[src/pbri_pkg.sv]
package pbri_pkg;

    // Register indices on the plain register port
    localparam logic [2:0] REG_MEMCTL   = 3'h0;
    localparam logic [2:0] REG_WAITCTL  = 3'h1;
    localparam logic [2:0] REG_BUSCTL   = 3'h2;
    localparam logic [2:0] REG_RTCTL    = 3'h3;
    localparam logic [2:0] REG_RCOUNT   = 3'h4;
    localparam logic [2:0] REG_RMATCH   = 3'h5;
    localparam logic [2:0] REG_STATUS   = 3'h6;

    // Field positions
    localparam int MC_STRETCH = 0;
    localparam int MC_DELAY   = 1;
    localparam int MC_BURST   = 2;
    localparam int MC_KIND    = 3;
    localparam int MC_ON      = 4;
    localparam int MC_LEN     = 5;
    localparam int BC_NIBBLE  = 3;
    localparam int BC_ROM16   = 4;

    // Reset values
    localparam logic [5:0] MEMCTL_RST  = 6'h00;
    localparam logic [3:0] WAITCTL_RST = 4'hF;
    localparam logic [4:0] BUSCTL_RST  = 5'h00;
    localparam logic [7:0] RCOUNT_RST  = 8'h00;
    localparam logic [7:0] RMATCH_RST  = 8'h00;

    localparam logic [2:0] TYPE_PSRAM  = 3'h3;
    localparam int         ROW_LSB     = 10;

    // Refresh strobe lengths and largest space-3 waits
    localparam logic [2:0] RF_LEN_SHORT = 3'h2;
    localparam logic [2:0] RF_LEN_LONG  = 3'h4;
    localparam logic [1:0] S3_WAIT_MAX  = 2'h2;

    // Prescaler tick masks for clock select 1..7
    localparam logic [11:0] DIV_MASK [8] = '{12'h000, 12'h003, 12'h00F, 12'h03F,
                                             12'h0FF, 12'h3FF, 12'h7FF, 12'hFFF};

    typedef enum logic [3:0] {
        ST_IDLE  = 4'b0000,
        ST_PRE   = 4'b0001,
        ST_PREW  = 4'b0010,
        ST_SEL   = 4'b0011,
        ST_SELW  = 4'b0100,
        ST_STRB  = 4'b0101,
        ST_WAIT  = 4'b0110,
        ST_CAPT  = 4'b0111,
        ST_REFRESH_ON  = 4'b1000,
        ST_SELF  = 4'b1001,
        ST_RECOV = 4'b1010,
        ST_ROMA  = 4'b1011,
        ST_ROMD  = 4'b1100
    } pbri_state_t;

    typedef struct packed {
        logic        write;
        logic        space3;
        logic [1:0]  size;
        logic        line4;
        logic [26:0] addr;
        logic [31:0] wdata;
    } pbri_req_t;

    typedef struct packed {
        logic [26:0] addr;
        logic [31:0] dout;
        logic        dout_oe;
        logic        space0_select_n;
        logic        space3_select_n;
        logic        oe_refresh_n;
        logic [3:0]  write_enable_n;
        logic        bus_cycle_start_n;
        logic        read_n;
    } pbri_pins_t;

endpackage

[src/pbri_ctrl.sv]
// The register offsets and strobed register access were left to the implementer.
`timescale 1ns/1ps
`default_nettype none
module pbri_ctrl
    import pbri_pkg::*;
(
    // Clock and reset
    input  wire logic        core_clk,
    input  wire logic        resetn,
    // Register port
    input  wire logic [2:0]  reg_addr,
    input  wire logic [31:0] reg_wdata,
    input  wire logic        reg_wr,
    input  wire logic        reg_rd,
    output logic      [31:0] reg_rdata,
    // Bus master side
    input  wire pbri_req_t   req,
    input  wire logic        req_valid,
    output logic             req_taken,
    output logic             resp_valid,
    output logic      [31:0] resp_rdata,
    // Memory side
    output pbri_pins_t       mem,
    input  wire logic [31:0] mem_din,
    input  wire logic        wait_n
);

    ////////////////////////////////////////////////////////////////////////
    function automatic logic [2:0] beats_of(input logic [1:0] sz, input logic w16);
        if (sz == 2'h2) begin
            beats_of = w16 ? 3'h2 : 3'h4;
        end else if (sz == 2'h1) begin
            beats_of = w16 ? 3'h1 : 3'h2;
        end else begin
            beats_of = 3'h1;
        end
    endfunction

    function automatic logic [1:0] s3_waits(input logic [1:0] w);
        s3_waits = (w > S3_WAIT_MAX) ? S3_WAIT_MAX : w;
    endfunction

    ////////////////////////////////////////////////////////////////////////
    logic [5:0]  memctl_r;
    logic [3:0]  waitctl_r;
    logic [4:0]  busctl_r;
    logic [2:0]  clksel_r;
    logic [7:0]  rcount_r;
    logic [7:0]  rmatch_r;
    logic [11:0] presc_r;
    logic        rf_pend_r;
    pbri_state_t state_r;
    pbri_state_t state_nxt;
    logic [2:0]  cnt_r;
    logic [2:0]  cnt_nxt;
    logic        op_refresh_on_r;
    pbri_req_t   op_r;
    logic [26:0] rom_addr_r;
    logic [2:0]  beats_r;
    logic [1:0]  longs_r;
    logic [31:0] shift_r;
    logic [31:0] resp_rdata_r;
    logic        resp_valid_r;
    logic [31:0] reg_rdata_r;
    logic        take_idle;
    logic        take_capt;
    logic        null_done;
    logic        beat_end;

    wire logic       is_psram  = (busctl_r[2:0] == TYPE_PSRAM);
    wire logic       self_req  = memctl_r[MC_KIND] & memctl_r[MC_ON];
    wire logic       auto_on   = ~memctl_r[MC_KIND] & memctl_r[MC_ON];
    wire logic       nibble    = busctl_r[BC_NIBBLE];
    wire logic       rom16     = busctl_r[BC_ROM16];
    wire logic [1:0] w3        = s3_waits(waitctl_r[1:0]);
    wire logic [1:0] w0        = waitctl_r[3:2];
    wire logic [2:0] rf_len    = memctl_r[MC_LEN] ? RF_LEN_LONG : RF_LEN_SHORT;
    wire logic       cnt_wr    = reg_wr && (reg_addr == REG_RCOUNT);
    wire logic       matched   = (clksel_r != 3'h0) && (rcount_r == rmatch_r);
    wire logic       tick      = (clksel_r != 3'h0)
                                 && ((presc_r & DIV_MASK[clksel_r]) == DIV_MASK[clksel_r]);
    wire logic       same_row  = (req.addr[26:ROW_LSB] == op_r.addr[26:ROW_LSB]);

    ////////////////////////////////////////////////////////////////////////
    // Configuration registers; software orders its writes itself
    always_ff @(posedge core_clk) begin
        if (!resetn) begin
            memctl_r  <= MEMCTL_RST;
            waitctl_r <= WAITCTL_RST;
            busctl_r  <= BUSCTL_RST;
            clksel_r  <= 3'h0;
            rmatch_r  <= RMATCH_RST;
        end else if (reg_wr) begin
            case (reg_addr)
                REG_MEMCTL:  memctl_r  <= reg_wdata[5:0];
                REG_WAITCTL: waitctl_r <= reg_wdata[3:0];
                REG_BUSCTL:  busctl_r  <= reg_wdata[4:0];
                REG_RTCTL:   clksel_r  <= reg_wdata[2:0];
                REG_RMATCH:  rmatch_r  <= reg_wdata[7:0];
                default:     memctl_r  <= memctl_r;
            endcase
        end
    end

    always_ff @(posedge core_clk) begin
        if (!resetn) begin
            reg_rdata_r <= 32'h0000_0000;
        end else if (reg_rd) begin
            case (reg_addr)
                REG_MEMCTL:  reg_rdata_r <= {26'h0, memctl_r};
                REG_WAITCTL: reg_rdata_r <= {28'h0, waitctl_r};
                REG_BUSCTL:  reg_rdata_r <= {27'h0, busctl_r};
                REG_RTCTL:   reg_rdata_r <= {29'h0, clksel_r};
                REG_RCOUNT:  reg_rdata_r <= {24'h0, rcount_r};
                REG_RMATCH:  reg_rdata_r <= {24'h0, rmatch_r};
                REG_STATUS:  reg_rdata_r <= {28'h0, state_r == ST_RECOV, rf_pend_r,
                                             state_r == ST_SELF, state_r != ST_IDLE};
                default:     reg_rdata_r <= 32'h0000_0000;
            endcase
        end else begin
            reg_rdata_r <= 32'h0000_0000;
        end
    end
    assign reg_rdata = reg_rdata_r;

    ////////////////////////////////////////////////////////////////////////
    // Refresh timer; prescaler runs free so a new select starts mid-phase
    always_ff @(posedge core_clk) begin
        if (!resetn) begin
            presc_r <= 12'h000;
        end else begin
            presc_r <= presc_r + 12'h001;
        end
    end

    always_ff @(posedge core_clk) begin
        if (!resetn) begin
            rcount_r <= RCOUNT_RST;
        end else if (cnt_wr) begin
            rcount_r <= reg_wdata[7:0];
        end else if (matched) begin
            rcount_r <= 8'h00;
        end else if (tick) begin
            rcount_r <= rcount_r + 8'h01;
        end
    end

    // Set wins over the clear taken when the refresh starts
    always_ff @(posedge core_clk) begin
        if (!resetn) begin
            rf_pend_r <= 1'b0;
        end else if (matched && !cnt_wr && auto_on) begin
            rf_pend_r <= 1'b1;
        end else if (state_r == ST_REFRESH_ON || !auto_on) begin
            rf_pend_r <= 1'b0;
        end
    end

    ////////////////////////////////////////////////////////////////////////
    // Sequencer
    assign take_idle = (state_r == ST_IDLE) && req_valid && !(is_psram && self_req)
                       && !(is_psram && rf_pend_r);
    assign take_capt = (state_r == ST_CAPT) && req_valid && req.space3 && is_psram
                       && !rf_pend_r && !self_req;
    assign null_done = take_idle && req.space3 && !is_psram;
    assign beat_end  = (state_r == ST_ROMD) && (cnt_r == 3'h0)
                       && ((w0 == 2'h0) || wait_n);
    assign req_taken = take_idle | take_capt;

    always_comb begin
        state_nxt = state_r;
        cnt_nxt   = (cnt_r == 3'h0) ? 3'h0 : cnt_r - 3'h1;
        case (state_r)
            ST_IDLE: begin
                if (is_psram && self_req) begin
                    state_nxt = ST_SELF;
                end else if (is_psram && rf_pend_r) begin
                    state_nxt = ST_REFRESH_ON;
                    cnt_nxt   = rf_len - 3'h1;
                end else if (take_idle && !req.space3) begin
                    state_nxt = ST_ROMA;
                end else if (take_idle && !null_done) begin
                    state_nxt = ST_PRE;
                end
            end
            ST_PRE:  state_nxt = memctl_r[MC_STRETCH] ? ST_PREW
                                 : (op_refresh_on_r ? ST_IDLE : ST_SEL);
            ST_PREW: state_nxt = op_refresh_on_r ? ST_IDLE : ST_SEL;
            ST_SEL:  state_nxt = memctl_r[MC_DELAY] ? ST_SELW : ST_STRB;
            ST_SELW: state_nxt = ST_STRB;
            ST_STRB: begin
                if (w3 != 2'h0) begin
                    state_nxt = ST_WAIT;
                    cnt_nxt   = {1'b0, w3} - 3'h1;
                end else begin
                    state_nxt = ST_CAPT;
                end
            end
            ST_WAIT: begin
                if (cnt_r == 3'h0 && wait_n) begin
                    state_nxt = ST_CAPT;
                end
            end
            ST_CAPT: begin
                if (take_capt && memctl_r[MC_BURST] && same_row) begin
                    state_nxt = ST_STRB;
                end else if (take_capt) begin
                    state_nxt = memctl_r[MC_STRETCH] ? ST_PREW : ST_SEL;
                end else begin
                    state_nxt = ST_IDLE;
                end
            end
            ST_REFRESH_ON: begin
                if (cnt_r == 3'h0) begin
                    state_nxt = ST_PRE;
                end
            end
            ST_SELF: begin
                if (!self_req) begin
                    state_nxt = ST_RECOV;
                    cnt_nxt   = rf_len;
                end
            end
            ST_RECOV: begin
                if (cnt_r == 3'h0) begin
                    state_nxt = ST_IDLE;
                end
            end
            ST_ROMA: begin
                state_nxt = ST_ROMD;
                cnt_nxt   = {1'b0, w0};
            end
            ST_ROMD: begin
                if (beat_end && beats_r == 3'h1 && longs_r == 2'h0) begin
                    state_nxt = ST_IDLE;
                end else if (beat_end && beats_r == 3'h1) begin
                    state_nxt = ST_ROMA;
                end else if (beat_end && !nibble) begin
                    state_nxt = ST_ROMA;
                end else if (beat_end) begin
                    cnt_nxt = (w0 == 2'h0) ? 3'h1 : {1'b0, w0};
                end
            end
            default: state_nxt = ST_IDLE;
        endcase
    end

    always_ff @(posedge core_clk) begin
        if (!resetn) begin
            state_r <= ST_IDLE;
            cnt_r   <= 3'h0;
        end else begin
            state_r <= state_nxt;
            cnt_r   <= cnt_nxt;
        end
    end

    always_ff @(posedge core_clk) begin
        if (!resetn) begin
            op_refresh_on_r <= 1'b0;
        end else if (state_r == ST_REFRESH_ON) begin
            op_refresh_on_r <= 1'b1;
        end else if (state_r == ST_IDLE) begin
            op_refresh_on_r <= 1'b0;
        end
    end

    ////////////////////////////////////////////////////////////////////////
    // Request capture and ROM beat bookkeeping
    always_ff @(posedge core_clk) begin
        if (!resetn) begin
            op_r       <= '0;
            rom_addr_r <= 27'h0;
            beats_r    <= 3'h0;
            longs_r    <= 2'h0;
            shift_r    <= 32'h0000_0000;
        end else if (req_taken) begin
            op_r       <= req;
            rom_addr_r <= req.addr;
            // Line fills force longwords; max four per burst
            beats_r    <= beats_of(req.line4 ? 2'h2 : req.size, rom16);
            longs_r    <= req.line4 ? 2'h3 : 2'h0;
            shift_r    <= 32'h0000_0000;
        end else if (beat_end) begin
            shift_r    <= rom16 ? {shift_r[15:0], mem_din[15:0]}
                                : {shift_r[23:0], mem_din[7:0]};
            rom_addr_r <= rom_addr_r + (rom16 ? 27'h2 : 27'h1);
            if (beats_r == 3'h1) begin
                beats_r <= beats_of(2'h2, rom16);
                longs_r <= longs_r - 2'h1;
            end else begin
                beats_r <= beats_r - 3'h1;
            end
        end
    end

    // One answer per longword of a line fill
    always_ff @(posedge core_clk) begin
        if (!resetn) begin
            resp_valid_r <= 1'b0;
            resp_rdata_r <= 32'h0000_0000;
        end else if (state_r == ST_CAPT) begin
            resp_valid_r <= 1'b1;
            resp_rdata_r <= op_r.write ? 32'h0000_0000 : mem_din;
        end else if (beat_end && beats_r == 3'h1) begin
            resp_valid_r <= 1'b1;
            resp_rdata_r <= rom16 ? {shift_r[15:0], mem_din[15:0]}
                                  : {shift_r[23:0], mem_din[7:0]};
        end else begin
            resp_valid_r <= null_done;
            resp_rdata_r <= 32'h0000_0000;
        end
    end
    assign resp_valid = resp_valid_r;
    assign resp_rdata = resp_rdata_r;

    ////////////////////////////////////////////////////////////////////////
    // Pin decode from state
    wire logic s3_act = (state_r == ST_SEL) || (state_r == ST_SELW) || (state_r == ST_STRB)
                        || (state_r == ST_WAIT) || (state_r == ST_CAPT);
    wire logic s3_dat = (state_r == ST_STRB) || (state_r == ST_WAIT) || (state_r == ST_CAPT);
    wire logic rom_act = (state_r == ST_ROMA) || (state_r == ST_ROMD);

    always_comb begin
        mem.addr              = rom_act ? rom_addr_r : op_r.addr;
        mem.dout              = op_r.wdata;
        mem.dout_oe           = s3_dat && op_r.write;
        mem.space0_select_n   = !rom_act;
        mem.space3_select_n   = !s3_act;
        mem.oe_refresh_n      = !((s3_dat && !op_r.write) || state_r == ST_REFRESH_ON
                                  || state_r == ST_SELF);
        mem.write_enable_n    = (s3_dat && op_r.write) ? 4'h0 : 4'hF;
        mem.bus_cycle_start_n = !(state_r == ST_STRB || state_r == ST_ROMA);
        mem.read_n            = !((s3_dat && !op_r.write) || state_r == ST_ROMD);
    end

    ////////////////////////////////////////////////////////////////////////
    // Checks
    logic [2:0] rf_run_r;
    always_ff @(posedge core_clk) begin
        if (!resetn) begin
            rf_run_r <= 3'h0;
        end else begin
            rf_run_r <= (state_r == ST_REFRESH_ON) ? rf_run_r + 3'h1 : 3'h0;
        end
    end

    refresh_on_len_a: assert property (@(posedge core_clk) disable iff (!resetn)
        (state_r == ST_REFRESH_ON && state_nxt != ST_REFRESH_ON) |-> (rf_run_r + 3'h1 == rf_len))
        else $error("refresh strobe length wrong");

    post_refresh_on_pre_a: assert property (@(posedge core_clk) disable iff (!resetn)
        (state_r == ST_REFRESH_ON && state_nxt == ST_PRE && memctl_r[MC_STRETCH])
        |=> ##1 (state_r == ST_PREW) ##1 mem.space3_select_n)
        else $error("precharge after refresh not stretched");

    count_clear_a: assert property (@(posedge core_clk) disable iff (!resetn)
        (matched && !cnt_wr) |=> (rcount_r == 8'h00))
        else $error("refresh counter not cleared on match");

    self_quiet_a: assert property (@(posedge core_clk) disable iff (!resetn)
        (state_r == ST_SELF) |-> (mem.space3_select_n && !mem.oe_refresh_n && !req_taken))
        else $error("access during self refresh");

    exit_quiet_a: assert property (@(posedge core_clk) disable iff (!resetn)
        (state_r == ST_SELF && !self_req) |=> (mem.space3_select_n && !req_taken)[*2])
        else $error("command during self refresh recovery");

    wait_hold_a: assert property (@(posedge core_clk) disable iff (!resetn)
        (state_r == ST_WAIT && cnt_r == 3'h0 && !wait_n) |=> (state_r == ST_WAIT))
        else $error("external wait ignored");

    strb_len_a: assert property (@(posedge core_clk) disable iff (!resetn)
        (state_r == ST_STRB && w3 == 2'h2 && wait_n) |=> (state_r == ST_WAIT)
        ##1 (state_r == ST_WAIT || state_r == ST_CAPT))
        else $error("space-3 wait count wrong");

    burst_hold_a: assert property (@(posedge core_clk) disable iff (!resetn)
        (state_r == ST_CAPT && state_nxt == ST_STRB) |=> !mem.space3_select_n
        && !mem.bus_cycle_start_n && $stable(mem.space3_select_n))
        else $error("select dropped inside burst");

    pend_keep_a: assert property (@(posedge core_clk) disable iff (!resetn)
        (rf_pend_r && auto_on && s3_act) |=> rf_pend_r)
        else $error("refresh request lost during access");

    rom_skip_a: assert property (@(posedge core_clk) disable iff (!resetn)
        (beat_end && nibble && beats_r != 3'h1 && w0 == 2'h0) |=> (state_r == ST_ROMD)
        && !mem.space0_select_n ##1 (state_r == ST_ROMD))
        else $error("nibble beat not two cycles");

endmodule
`default_nettype wire

[config.mk]
export PLATFORM = sky130hd
export DESIGN_NAME = pbri_ctrl
export DESIGN_NICKNAME = d
export VERILOG_FILES = /design/src/pbri_pkg.sv /design/src/pbri_ctrl.sv
export SDC_FILE = /design/constraint.sdc
export NUM_CORES = 1
export LEC_CHECK = 0
export ABC_AREA = 1
export BUFFER_PORTS_ARGS = -buffer_cell sky130_fd_sc_hd__buf_2
export CAP_MARGIN = 15
export CORE_ASPECT_RATIO = 2
export CORE_MARGIN = 3
export CORE_UTILIZATION = 55
export CTS_BUF_LIST = sky130_fd_sc_hd__clkbuf_2
export CTS_CLUSTER_DIAMETER = 100
export CTS_CLUSTER_SIZE = 25
export DETAILED_ROUTE_END_ITERATION = 12
export PLACE_DENSITY = 0.82
export SETUP_SLACK_MARGIN = 0.3
export SLEW_MARGIN = 20
export SYNTH_ARGS = -nofsm -noshare
export SYNTH_HDL_FRONTEND = slang
export SYNTH_SLANG_ARGS = --single-unit
[constraint.sdc]
create_clock -name core_clk -period 3.9 [get_ports core_clk]
set_clock_uncertainty 0.2 [all_clocks]
set_input_delay 0.39 -clock core_clk [delete_from_list [all_inputs] [get_ports core_clk]]
set_output_delay 0.39 -clock core_clk [all_outputs]
set_load 0.01 [all_outputs]
==> flow_summary_export.csv <==
group,metric,value,unit
critical_path,crit_arrival,2.86,ns
global_routing,grt_usage,30.9,%
clock_network,cts_tree,"built",
floorplan,fp-row-count,72,
final_layout,fin_area,13100,um^2
timing,tightest_slew,0.923,ns
yosys,synth_cell_types,48,
yosys,synthXorXnorAreaFrac,2.35,%
power,ir_drop,382,uV
place,place_ws,1.14,ns
power,p_leak,5.71,nW
yosys,synth_top_family_by_area,"simple AND/OR/NAND/NOR gates",
critical_path,cp-start-kind,"register",
yosys,avgSynthCellArea,6.83,um^2
timing,setup_slack,0.453,ns
clock_network,path_clk_slew,0.46,ns
yosys,synthSimpleGateAreaFrac,26.5,%
yosys,ys_seq_area_share,39.3,%
final_layout,seq_area,4250,um^2
detailed_routing,drt_iter0_drc,540,
yosys,ys_async_sr_fraction,0,%
timing,hold_viol_final,0,
floorplan,fp.dieH,204,um
power,p_sw_share,39.9,%
global_routing,globalRouteOverflowTotal,0,
final_layout,layout-drive-gt1-share,15.7,%
power,intPower,0.00327,W
timing,period_share,88.4,%
power,power,0.00545,W
yosys,synth.area.mux_share,0,%
detailed_routing,drc,0,
yosys,synth_compound_gate_area_share,17.4,%
yosys,syn_area,10800,um^2
yosys,yosysWarnings,0,
clock_network,clock_latency,0.86,ns
clock_network,postCtsSetupBuffers,0,
yosys,synth_seq_cells,212,
global_routing,antenna_found_initial,1,
timing,rsz0062_at_grt,"yes",
final_layout,final.fill_count,1623,
power,pwr-share-clk,14.0,%
place,portBuffers,223,
final_layout,area_growth,21.5,%
timing,slew_headroom,38.4,%
clock_network,clk_path_buf_depth,3,
detailed_routing,antenna_left,0,
detailed_routing,drt_wl_total,34.4,mm
global_routing,grt_start_max_net_pins,76,
power,pwr-share-comb,35.4,%
clock_network,clock-sinks,212,
detailed_routing,num_vias,11600,
clock_network,cts-buffers-inserted,12,
place,dp_hpwl,23.6,mm
status,status,"complete, no violations",
detailed_routing,via_per_inst,5.43,
timing,max_clock_freq,290,MHz
yosys,synth_edf_count,0,
power,seqPwrFrac,50.6,%
floorplan,core-area,19400,um^2
yosys,synthCells,1582,
floorplan,die_w,105,um
yosys,synthAdderAreaFrac,0.995,%
final_layout,multi_input_area,5210,um^2
power,p_per_area,415,nW/um^2
critical_path,required,3.31,ns
power,switchingPower,0.00218,W
global_routing,grt_pass1_vias,11200,
yosys,synth_flop_cell,"dfxtp_1",
critical_path,cp_max_fo,46,
critical_path,cp-end-kind,"output port",
timing,fin_crit,3.45,ns
min_path,holdCritPathClass,"input pin to register",
detailed_routing,wl_per_cell,16.2,um
clock_network,cts_root_buffer,"clkbuf_2",
timing,slew_violations,0,
place,gp_congestion,0.964,
timing,setup_viol,0,
floorplan,fp.dieArea,21500,um^2
place,place_area,11700,um^2
detailed_routing,drt_pass1_iterations,5,
clock_network,htree_num_levels,1,
global_routing,grt_pass1_wl,54.2,mm
final_layout,fin_util,67.8,%
final_layout,final_nets,2012,
floorplan,io_pins,272,
critical_path,path_class,"register to output port",
timing,setup_tns,0,ns
run,cap_violations,0,
floorplan,initial_core_util,55.8,%
## layer usage
metal | track usage (%) | wire [um] | up-vias
met2 | 57.9 | 18400 | 467
met1 | 31.7 | 11800 | 5342
met3 | 3.32 | 1680 | 169
li1 | - | - | 5577
met5 | 0 | 0 | -
met4 | 21.4 | 2640 | 0
## synth_stat cells (3+ instances only)
master	n	share of area, %
a21oi_1	124	5.7
a221oi_1	3	0.24
a31oi_1	11	0.64
buf_1	6	0.21
buf_2	17	0.79
buf_4	63	4.4
buf_6	4	0.42
clkbuf_1	33	1.1
dfxtp_1	212	39
ha_1	7	0.81
inv_1	172	6.0
inv_2	5	0.17
nand2_1	376	13
nand2_2	7	0.41
nand3_1	51	2.4
nand4_1	20	1.2
nor2_1	161	5.6
nor2_2	7	0.41
nor2_4	13	1.4
nor3_1	27	1.2
nor4_1	6	0.35
o211ai_1	7	0.49
o21ai_0	165	7.6
o21ai_1	3	0.14
o221ai_1	3	0.24
o22ai_1	21	1.2
o31ai_1	3	0.21
or2_2	3	0.17
xnor2_1	15	1.2
xor2_1	14	1.1
## sequential cells by signal (all words and copies together) (netlist names)
register and count:
memctl_r 6, rom_addr_r 27, presc_r 12, resp_rdata 32, mem 32, rcount_r 8
busctl_r 5, shift_r 24, clksel_r 3, waitctl_r 4, state_r 4, longs_r 2
cnt_r 3, rf_pend_r 1, reg_rdata 8, op_refresh_on_r 1, resp_valid 1, beats_r 3
rmatch_r 8, op_r 28
## worst max-delay path, cell delays in order (launching register included)
cell,delay [ns]
dfxtp_2,0.47
nor2_2,0.24
nand2_2,0.20
nor2_1,0.13
nand2_1,0.15
nand2_4,0.26
buf_8,0.30
buf_2,0.20
## area by class of cell
type,instances,share of cell area [%]
antenna,1,0.0191
inverter,181,5.21
multi-input combinational,1088,39.7
clock inverter,1,0.124
sequential,212,32.3
clock buffer,13,0.495
timing repair buffer,372,19.7
tap,259,2.47
## cell usage in the layout, fill, tap and decap left out, types with 14 or more instances in the layout
cell type / instances
dlygate4sd3_1: 137
buf_2: 223
dfxtp_1: 210
xor2_1: 14
nand4_1: 20
nor3_1: 27
a21oi_1: 124
xnor2_1: 15
nand2_1: 375
o22ai_1: 21
nor2_1: 161
inv_1: 171
nand3_1: 51
o21ai_0: 164
conb_1: 24
## power by group through the flow
stage | combinational (W) | sequential, W | clock (W)
after CTS | 0.00189 | 0.00274 | 0.000785
after detailed placement | 0.00178 | 0.00277 | 0
final | 0.00193 | 0.00276 | 0.000765
after global routing | 0.00212 | 0.00280 | 0.000846
after global placement | 0.00174 | 0.00276 | 0
after floorplan | 0.00141 | 0.00271 | 0
## final timing paths
path         cells past startpoint        start  slack (ns)        endpoint
min reg2reg                      2   presc_r[8]        0.25      presc_r[9]
min                              4   mem_din[4]        0.07   resp_rdata[4]
max                              7   state_r[1]        0.45       req_taken
max reg2reg                     14  busctl_r[4]        1.02  rom_addr_r[26]
## timing repair
action / in CTS / in global routing
endpoints found under the hold margin: 191 / 0
pin swaps: 0 / 0
cloned: 0 / 0
resized for setup: 2 / 5
hold buffers: 137 / 0
endpoints found under the setup margin: 24 / 24
## cell families after synthesis
| family | count (synthesis) |
|---|---|
| AOI/OAI and AO/OA | 351 |
| xor gates and xnor gates | 29 |
| adders and majority gates | 8 |
| buffers and inverters | 305 |
| DFF | 212 |
| other | 1 |
| and+or+nand+nor | 676 |
## per-stage QoR
stage               cells  hold WS (ns)
CTS                  2126        0.0146
detailed placement   1975         0.253
floorplan            1605         0.230
global placement     1975         0.247
global route         2127        0.0102
finish               2127        0.0701
(Power assumes the default switching activity.)
